--- config.mk ---
export PLATFORM = sky130hd
export DESIGN_NAME = sram_rtc_host
export DESIGN_NICKNAME = d
export VERILOG_FILES = /design/src/sram_rtc_host_pkg.sv /design/src/sram_rtc_host.sv
export SDC_FILE = /design/constraint.sdc
export NUM_CORES = 1
export LEC_CHECK = 0
export BUFFER_PORTS_ARGS = -buffer_cell sky130_fd_sc_hd__buf_2
export CORE_UTILIZATION = 45
export CTS_BUF_LIST = sky130_fd_sc_hd__clkbuf_4 sky130_fd_sc_hd__clkbuf_8
export CTS_CLUSTER_SIZE = 14
export DETAILED_ROUTE_END_ITERATION = 8
export PLACE_DENSITY = 0.66
export SLEW_MARGIN = 20
export SYNTH_ARGS = -nofsm -noshare
export SYNTH_HDL_FRONTEND = slang
export SYNTH_SLANG_ARGS = --single-unit
--- constraint.sdc ---
create_clock -name clock_i -period 8.5 [get_ports clock_i]
set_input_delay 0.425 -clock clock_i [delete_from_list [all_inputs] [get_ports clock_i]]
set_output_delay 0.425 -clock clock_i [all_outputs]
set_load 0.05 [all_outputs]
--- src/sram_rtc_host_pkg.sv ---
// constants, types and pin bundle for the hidden-clock sram host controller
package sram_rtc_host_pkg;

    // ------------------------------------------------------------
    // geometry
    // ------------------------------------------------------------
    localparam int ADDR_W = 15;
    localparam int DATA_W = 8;
    localparam int KEY_BITS = 64;
    localparam int XFER_BITS = 64;
    localparam int IDX_W = 6;
    localparam logic [IDX_W-1:0] IDX_LAST = 6'h3F;
    localparam logic [ADDR_W-1:0] SCRATCH_ADDR_DEF = 15'h0000;

    // bytes c5 3a a3 5c twice, bit 0 of the vector is sent first
    localparam logic [KEY_BITS-1:0] UNLOCK_KEY = 64'h5CA3_3AC5_5CA3_3AC5;

    // ------------------------------------------------------------
    // timing
    // ------------------------------------------------------------
    localparam int CLK_MHZ = 125;
    localparam int T_SETUP_NS = 10;
    localparam int T_PULSE_NS = 100;
    localparam int T_REC_NS = 20;
    localparam int TMR_W = 8;
    localparam int SETUP_CYC_I = (T_SETUP_NS * CLK_MHZ + 999) / 1000;
    localparam int PULSE_CYC_I = (T_PULSE_NS * CLK_MHZ + 999) / 1000;
    localparam int REC_CYC_I = (T_REC_NS * CLK_MHZ + 999) / 1000;
    localparam logic [TMR_W-1:0] SETUP_CYC = TMR_W'(SETUP_CYC_I);
    localparam logic [TMR_W-1:0] PULSE_CYC = TMR_W'(PULSE_CYC_I);
    localparam logic [TMR_W-1:0] REC_CYC = TMR_W'(REC_CYC_I);

    // ------------------------------------------------------------
    // types
    // ------------------------------------------------------------
    typedef enum logic [3:0] {
        ST_IDLE = 4'h1,
        ST_SETUP = 4'h2,
        ST_STROBE = 4'h4,
        ST_RECOV = 4'h8
    } bus_state_t;

    typedef enum logic [3:0] {
        PH_RAM = 4'h1,
        PH_OPEN = 4'h2,
        PH_KEY = 4'h4,
        PH_XFER = 4'h8
    } phase_t;

    typedef enum logic [1:0] {
        OP_RAM_RD = 2'h0,
        OP_RAM_WR = 2'h1,
        OP_CLK_RD = 2'h2,
        OP_CLK_WR = 2'h3
    } op_t;

    typedef struct packed {
        op_t op;
        logic [ADDR_W-1:0] addr;
        logic [DATA_W-1:0] wdata;
        logic [XFER_BITS-1:0] clk_wdata;
    } req_t;

    typedef struct packed {
        logic [DATA_W-1:0] rdata;
        logic [XFER_BITS-1:0] clk_rdata;
        logic err;
    } rsp_t;

    typedef struct packed {
        logic chip_select_n;
        logic output_enable_n;
        logic write_enable_n;
        logic [ADDR_W-1:0] address_lines;
        logic [DATA_W-1:0] data_out;
        logic data_oe;
    } pins_t;

endpackage : sram_rtc_host_pkg

--- src/sram_rtc_host.sv ---
// host controller driving the sram pins and the hidden clock unlock and transfer
`timescale 1ns/10ps
`default_nettype none
module sram_rtc_host
    import sram_rtc_host_pkg::*;
#(
    parameter int ADDR_BITS = ADDR_W,
    parameter int DATA_BITS = DATA_W,
    parameter logic [ADDR_W-1:0] SCRATCH_ADDR = SCRATCH_ADDR_DEF
) (
    input wire logic clock_i, // 125 mhz clock
    input wire logic reset_i, // async reset, active high
    input wire logic req_valid_i, // request offered
    output logic req_ready_o, // request taken when valid too
    input wire req_t req_i, // request fields
    output logic done_o, // one-cycle completion pulse
    output rsp_t rsp_o, // response fields, held until the next request is taken
    input wire logic power_fail_i, // supply below power_fail_threshold
    output pins_t pins_o, // strobes, address_lines, data_lines out and enable
    input wire logic [DATA_W-1:0] data_lines_i // data_lines as seen on the bus
);

    if (ADDR_BITS != ADDR_W || DATA_BITS != DATA_W) begin : g_bad_width
        $error("sram_rtc_host: bus widths are fixed by the device");
    end
    if (SETUP_CYC_I < 2 || PULSE_CYC_I < 1 || REC_CYC_I < 1 || PULSE_CYC_I > 255) begin : g_bad_time
        $error("sram_rtc_host: timing counts out of range");
    end

    // ------------------------------------------------------------
    // request capture and sequencing state
    // ------------------------------------------------------------
    bus_state_t st_q;
    phase_t ph_q;
    op_t op_q;
    logic [ADDR_W-1:0] addr_q;
    logic [DATA_W-1:0] wdata_q;
    logic [XFER_BITS-1:0] clk_wdata_q;
    logic [IDX_W-1:0] idx_q;
    logic [TMR_W-1:0] tmr_q;

    logic take;
    logic go_strobe;
    logic go_recov;
    logic cyc_end;
    logic seq_last;
    logic abort;
    logic wr_cyc;
    logic out_bit;

    assign req_ready_o = (st_q == ST_IDLE) && !power_fail_i;
    assign take = req_valid_i && req_ready_o;
    assign go_strobe = (st_q == ST_SETUP) && (tmr_q == '0);
    assign go_recov = (st_q == ST_STROBE) && (tmr_q == '0);
    assign cyc_end = (st_q == ST_RECOV) && (tmr_q == '0);
    assign abort = cyc_end && power_fail_i;
    assign seq_last = (ph_q == PH_RAM) || ((ph_q == PH_XFER) && (idx_q == IDX_LAST));

    // key writes always write; the opening cycle always reads
    always_comb begin
        wr_cyc = 1'b0;
        unique case (ph_q)
            PH_RAM: wr_cyc = (op_q == OP_RAM_WR);
            PH_OPEN: wr_cyc = 1'b0;
            PH_KEY: wr_cyc = 1'b1;
            PH_XFER: wr_cyc = (op_q == OP_CLK_WR);
        endcase
    end

    assign out_bit = (ph_q == PH_KEY) ? UNLOCK_KEY[idx_q] : clk_wdata_q[idx_q];

    always_ff @(posedge clock_i or posedge reset_i) begin
        if (reset_i) begin
            op_q <= OP_RAM_RD;
            addr_q <= '0;
            wdata_q <= '0;
            clk_wdata_q <= '0;
        end else if (take) begin
            op_q <= req_i.op;
            addr_q <= req_i.addr;
            wdata_q <= req_i.wdata;
            clk_wdata_q <= req_i.clk_wdata;
        end
    end

    // ------------------------------------------------------------
    // bus cycle engine
    // ------------------------------------------------------------
    always_ff @(posedge clock_i or posedge reset_i) begin
        if (reset_i) begin
            st_q <= ST_IDLE;
            tmr_q <= '0;
        end else begin
            unique case (st_q)
                ST_IDLE: begin
                    if (take) begin
                        st_q <= ST_SETUP;
                        tmr_q <= SETUP_CYC - 8'h01;
                    end
                end
                ST_SETUP: begin
                    if (go_strobe) begin
                        st_q <= ST_STROBE;
                        tmr_q <= PULSE_CYC - 8'h01;
                    end else begin
                        tmr_q <= tmr_q - 8'h01;
                    end
                end
                ST_STROBE: begin
                    if (go_recov) begin
                        st_q <= ST_RECOV;
                        tmr_q <= REC_CYC - 8'h01;
                    end else begin
                        tmr_q <= tmr_q - 8'h01;
                    end
                end
                ST_RECOV: begin
                    if (cyc_end && (seq_last || abort)) begin
                        st_q <= ST_IDLE;
                    end else if (cyc_end) begin
                        st_q <= ST_SETUP;
                        tmr_q <= SETUP_CYC - 8'h01;
                    end else begin
                        tmr_q <= tmr_q - 8'h01;
                    end
                end
            endcase
        end
    end

    // ------------------------------------------------------------
    // phase and bit pointer
    // ------------------------------------------------------------
    always_ff @(posedge clock_i or posedge reset_i) begin
        if (reset_i) begin
            ph_q <= PH_RAM;
            idx_q <= '0;
        end else if (take) begin
            ph_q <= (req_i.op[1]) ? PH_OPEN : PH_RAM;
            idx_q <= '0;
        end else if (cyc_end && !abort) begin
            unique case (ph_q)
                PH_RAM: ph_q <= PH_RAM;
                PH_OPEN: ph_q <= PH_KEY;
                PH_KEY: begin
                    if (idx_q == IDX_LAST) begin
                        ph_q <= PH_XFER;
                    end
                    idx_q <= idx_q + 6'h01;
                end
                PH_XFER: idx_q <= idx_q + 6'h01;
            endcase
        end
    end

    // ------------------------------------------------------------
    // pins: registered, address held across each cycle
    // ------------------------------------------------------------
    always_ff @(posedge clock_i or posedge reset_i) begin
        if (reset_i) begin
            pins_o <= '{chip_select_n: 1'b1, output_enable_n: 1'b1, write_enable_n: 1'b1,
                        address_lines: '0, data_out: '0, data_oe: 1'b0};
        end else if ((st_q == ST_SETUP) && (tmr_q == SETUP_CYC - 8'h01)) begin
            pins_o.address_lines <= (ph_q == PH_RAM) ? addr_q : SCRATCH_ADDR;
            pins_o.data_oe <= wr_cyc;
            pins_o.data_out <= (ph_q == PH_RAM) ? wdata_q : {7'h00, out_bit};
        end else if (go_strobe) begin
            pins_o.chip_select_n <= 1'b0;
            pins_o.write_enable_n <= !wr_cyc;
            pins_o.output_enable_n <= wr_cyc;
        end else if (go_recov) begin
            pins_o.chip_select_n <= 1'b1;
            pins_o.write_enable_n <= 1'b1;
            pins_o.output_enable_n <= 1'b1;
        end else if (cyc_end) begin
            pins_o.data_oe <= 1'b0;
        end
    end

    // ------------------------------------------------------------
    // read capture and completion
    // ------------------------------------------------------------
    always_ff @(posedge clock_i or posedge reset_i) begin
        if (reset_i) begin
            rsp_o <= '0;
            done_o <= 1'b0;
        end else begin
            done_o <= cyc_end && (seq_last || abort);
            if (take) begin
                rsp_o.err <= 1'b0;
            end
            if (abort) begin
                rsp_o.err <= 1'b1;
            end
            if (go_recov && !wr_cyc && (ph_q == PH_RAM)) begin
                rsp_o.rdata <= data_lines_i;
            end
            if (go_recov && !wr_cyc && (ph_q == PH_XFER)) begin
                rsp_o.clk_rdata[idx_q] <= data_lines_i[0];
            end
        end
    end

    logic [TMR_W-1:0] we_high_q;
    always_ff @(posedge clock_i or posedge reset_i) begin
        if (reset_i) begin
            we_high_q <= 8'hFF;
        end else if (!pins_o.write_enable_n) begin
            we_high_q <= '0;
        end else if (we_high_q != 8'hFF) begin
            we_high_q <= we_high_q + 8'h01;
        end
    end
endmodule : sram_rtc_host
`default_nettype wire

==> flow_summary.rst <==
.. list-table::
   :header-rows: 1

   * - Metric
     - Value
   * - Die H
     - 149.5 um
   * - Max IR drop VDD
     - 107.6 uV
   * - Cell Area, Synth
     - 0.009789 mm2
   * - Slowest stage cell, crit path
     - sky130_fd_sc_hd__or3_2
   * - Die footprint
     - 0.02235 mm2
   * - Vias per inst
     - 5.264
   * - Clock tree skew after final layout
     - 0.02073 ns
   * - Max H-tree Level
     - 2
   * - Post-detailed-route wirelength per cell
     - 16.20 um
   * - Port Buffer Count
     - 202
   * - Effective utilization at floorplan
     - 46.28%
   * - Wire length of the first global-routing pass
     - 38620 um
   * - All-Layer GR Usage
     - 21.82%
   * - Count of cells along the worst register-to-register path
     - 8
   * - Site Rows
     - 53
   * - Ratio of total power to cell area
     - 215.1 mW/mm2
   * - Yosys top cell by area
     - sky130_fd_sc_hd__dfrtp_1
   * - TritonRoute pass-1 iters
     - 4
   * - Area of the multi-input gates
     - 0.004135 mm2
   * - Portion of the clock cycle consumed by the worst path in the final layout
     - 36.86%
   * - Clock tree from TritonCTS
     - done
   * - Setup violation total in the final timing report
     - 0
   * - Synthesis-stage register bit count
     - 212
   * - Critical path class
     - register to register
   * - Setup tns final
     - 0 ns
   * - Net count of the mapped netlist
     - 1093
   * - Detailed-route via count
     - 7690
   * - Capture point of the worst reg-to-reg path
     - rsp_o[26]$_DFFE_PP0P_
   * - Data required time of the worst path
     - 8.90 ns
   * - Commonest cells after routing, fill and taps aside
     - 336 x sky130_fd_sc_hd__nand2_1, 206 x sky130_fd_sc_hd__dfrtp_1, 202 x sky130_fd_sc_hd__buf_2
   * - Standby leakage power
     - 0.005956 uW
   * - RSZ-0062 raised after global routing
     - false
   * - TritonCTS buffer count
     - 38
   * - Sequential cell area
     - 0.005313 mm2
   * - Gates resized, CTS repair
     - 0
   * - Switching fraction of total power
     - 29.81%
   * - Layout overhead on the synthesized area
     - 18.85%
   * - Total I/O pin count
     - 203
   * - Run status
     - complete, no violations
   * - Warnings from Yosys
     - 0
   * - Initial antenna violation count
     - 0
   * - Min cycle time layout
     - 3.133 ns
   * - Element type at the critical path start
     - register
   * - Total length of routed wires
     - 23670 um
   * - Count of unresolved DRC violations after routing
     - 0
   * - Leading cell types by total area after synthesis
     - sky130_fd_sc_hd__dfrtp_1 53%, sky130_fd_sc_hd__nand2_1 13%, sky130_fd_sc_hd__mux2_1 5.6%
   * - Fillers
     - 1949
   * - HPWL after DPL
     - 14980 um
   * - Final #Nets
     - 1270
   * - Final weighted congestion in routability-driven placement
     - 0.7810
   * - Hold_ws
     - 0.02936 ns
   * - Number of sinks driven by the clock tree
     - 212
   * - Fraction of final layout cells sized beyond drive strength 1
     - 27.74%
   * - Tightest Pin Transition
     - 1.050 ns
   * - Net Sw Power
     - 746.0 uW
   * - Part of the total power dissipated in combinational logic
     - 17.7%
   * - Final antenna diode count
     - 0
   * - Dominant register cell in the synthesized netlist
     - sky130_fd_sc_hd__dfrtp_1
   * - Internal Dissipation
     - 1757 uW
   * - Synthesized netlist cell count
     - 989
   * - Slew Limit Fails
     - 0
   * - Part of the Yosys area used for sequential elements
     - 54.26%
   * - Portion of synthesized cell area occupied by the leading cell type
     - 52.91%
   * - Data arrival time of the worst path
     - 3.53 ns
   * - CP peak stage delay
     - 0.54 ns
   * - Most common cell after layout, fill and taps aside
     - sky130_fd_sc_hd__nand2_1
   * - Buffer type at the clock tree root
     - sky130_fd_sc_hd__clkbuf_8
   * - Number of synthesized flops with an enable pin
     - 0
   * - Distinct cell type count of the synthesized netlist
     - 57
   * - Achievable Freq
     - 0.3192 GHz
   * - Width of the chip
     - 149.5 um
   * - Worst R2R Setup Slack
     - 5.37 ns
   * - Maximum root-to-sink buffer count
     - 3
   * - FFs w/ async S/R, synth
     - 100.0%
   * - Mean area per synthesized cell
     - 9.898 um2
   * - Proportion of power drawn by flip-flops and latches
     - 45.6%
   * - Hold/Removal Path Class
     - primary input to asynchronous set/reset pin
   * - Final Hold Fails
     - 0
   * - Setup Buffers After CTS
     - 0
   * - Worst slew margin
     - 30.01%
   * - Ordered cell list for the critical path
     - inv_1 > ha_1 > nor3b_1 > nand2_1 > or3_2 > buf_4 > nor4_1 > mux2_1
   * - Number of hold buffers added after CTS
     - 0
   * - Max-cap violation count
     - 0
   * - Clk network pwr share
     - 36.8%
   * - Maximum net fanout on the critical path
     - 64
   * - GRT overflow
     - 0
   * - Core region area
     - 0.02115 mm2
   * - Category of the worst setup path capture point
     - register
   * - Via count of the first global-routing pass
     - 7314
   * - Largest net degree at the start of global routing
     - 155
   * - Critical register-to-register path startpoint
     - tmr_q[0]$_DFFE_PP0P_
   * - Post-CTS clock slew at the launch and capture registers of the worst setup and hold paths
     - 0.06 ns
   * - DR iter-0 viols
     - 494
   * - Remaining antenna violation count
     - 0
   * - Clock insertion delay at the later pin of the skew report
     - 0.52 ns
-- cell type report --
| class | count | area share, % |
|---|---|---|
| flip-flops and latches | 212 | 45.66 |
| multi-input cells | 697 | 35.54 |
| repair buffers | 211 | 9.270 |
| clock buffers | 58 | 6.162 |
| well taps | 275 | 2.957 |
| inverters | 6 | 0.3011 |
| clock inverters | 2 | 0.1075 |
-- through the flow --
stage / cells / power, uW / utilization (%) / area [um2] / setup slack [ns]
6_report: 1461 / 2503 / 55.00 / 11630 / 5.367
5_1_grt: 1461 / 2643 / 55.00 / 11630 / 5.057
4_1_cts: 1461 / 2534 / 54.98 / 11630 / 5.366
3_5_place_dp: 1401 / 1603 / 51.53 / 10900 / 5.366
3_3_place_gp: 1401 / 1595 / 51.53 / 10900 / 5.397
2_1_floorplan: 989 / 1478 / - / 9789 / 2.289
-- sequential cells by signal (all words and copies together), names as in the netlist --
signal       count
op_q             2
clk_wdata_q     64
tmr_q            8
addr_q          15
st_q             4
ph_q             4
done_o           1
idx_q            6
wdata_q          8
pins_o          27
rsp_o           73
-- Yosys cell counts, drive strengths merged (2+ instances only) --
library cell	number
xor2	2
a22oi	5
o311a	2
ha	3
clkbuf	52
nand2b	6
nor2b	11
or3b	2
a21o	3
or3	5
nor4	66
mux2	73
nor3b	4
dfstp	5
a21oi	14
mux4	4
a211oi	2
o21a	2
nor3	7
nand2	337
dfrtp	207
a31o	2
nand3	17
xnor2	5
o22ai	4
a2111oi	2
buf	22
nand3b	5
or4b	7
inv	6
o21ai	40
nor4b	3
o41ai	2
nor2	24
mux2i	26
-- power by group through the flow --
stage / combinational, uW / sequential [uW] / clock, uW
2_1_floorplan: 263 / 1210 / 0
3_3_place_gp: 441 / 1150 / 0
3_5_place_dp: 447 / 1160 / 0
4_1_cts: 447 / 1140 / 947
5_1_grt: 496 / 1150 / 995
6_report: 443 / 1140 / 920
-- critical path: cells and delay by family (launching register included) --
family / cells / cell delay (ns)
flops: 1 / 0.40
simple gates: 4 / 1.56
buf+inv: 2 / 0.46
mux: 1 / 0.37
fa+ha+maj: 1 / 0.21
-- routing by layer --
metal  wire length [um]  track usage [%]  vias to the layer above
met5                  0                0                        -
met4                452            6.939                        0
met3               1347            3.933                       35
met2              10770            32.99                      234
met1              11090            31.70                     3688
li1                   -                -                     3733
-- logic make-up after synthesis --
| group | share of synthesized area [%] |
|---|---|
| adders and majority gates | 0.3835 |
| DFF | 54.26 |
| AOI/OAI and AO/OA | 5.279 |
| buffers and inverters | 3.834 |
| and+or+nand+nor | 23.65 |
| xor gates and xnor gates | 0.6263 |
| muxes | 11.98 |
-- worst max-delay path by stage --
stage	from	endpoint	slack [ns]
after floorplan	reset_i	addr_q[0]$_DFFE_PP0P_	2.29
after global placement	st_q[0]$_DFFE_PP1P_	idx_q[5]$_DFFE_PP0P_	5.40
after detailed placement	st_q[0]$_DFFE_PP1P_	idx_q[5]$_DFFE_PP0P_	5.37
after CTS	tmr_q[0]$_DFFE_PP0P_	rsp_o[26]$_DFFE_PP0P_	5.37
after global routing	tmr_q[0]$_DFFE_PP0P_	rsp_o[64]$_DFFE_PP0P_	5.06
final	tmr_q[0]$_DFFE_PP0P_	rsp_o[26]$_DFFE_PP0P_	5.37
(Power assumes the default switching activity.)
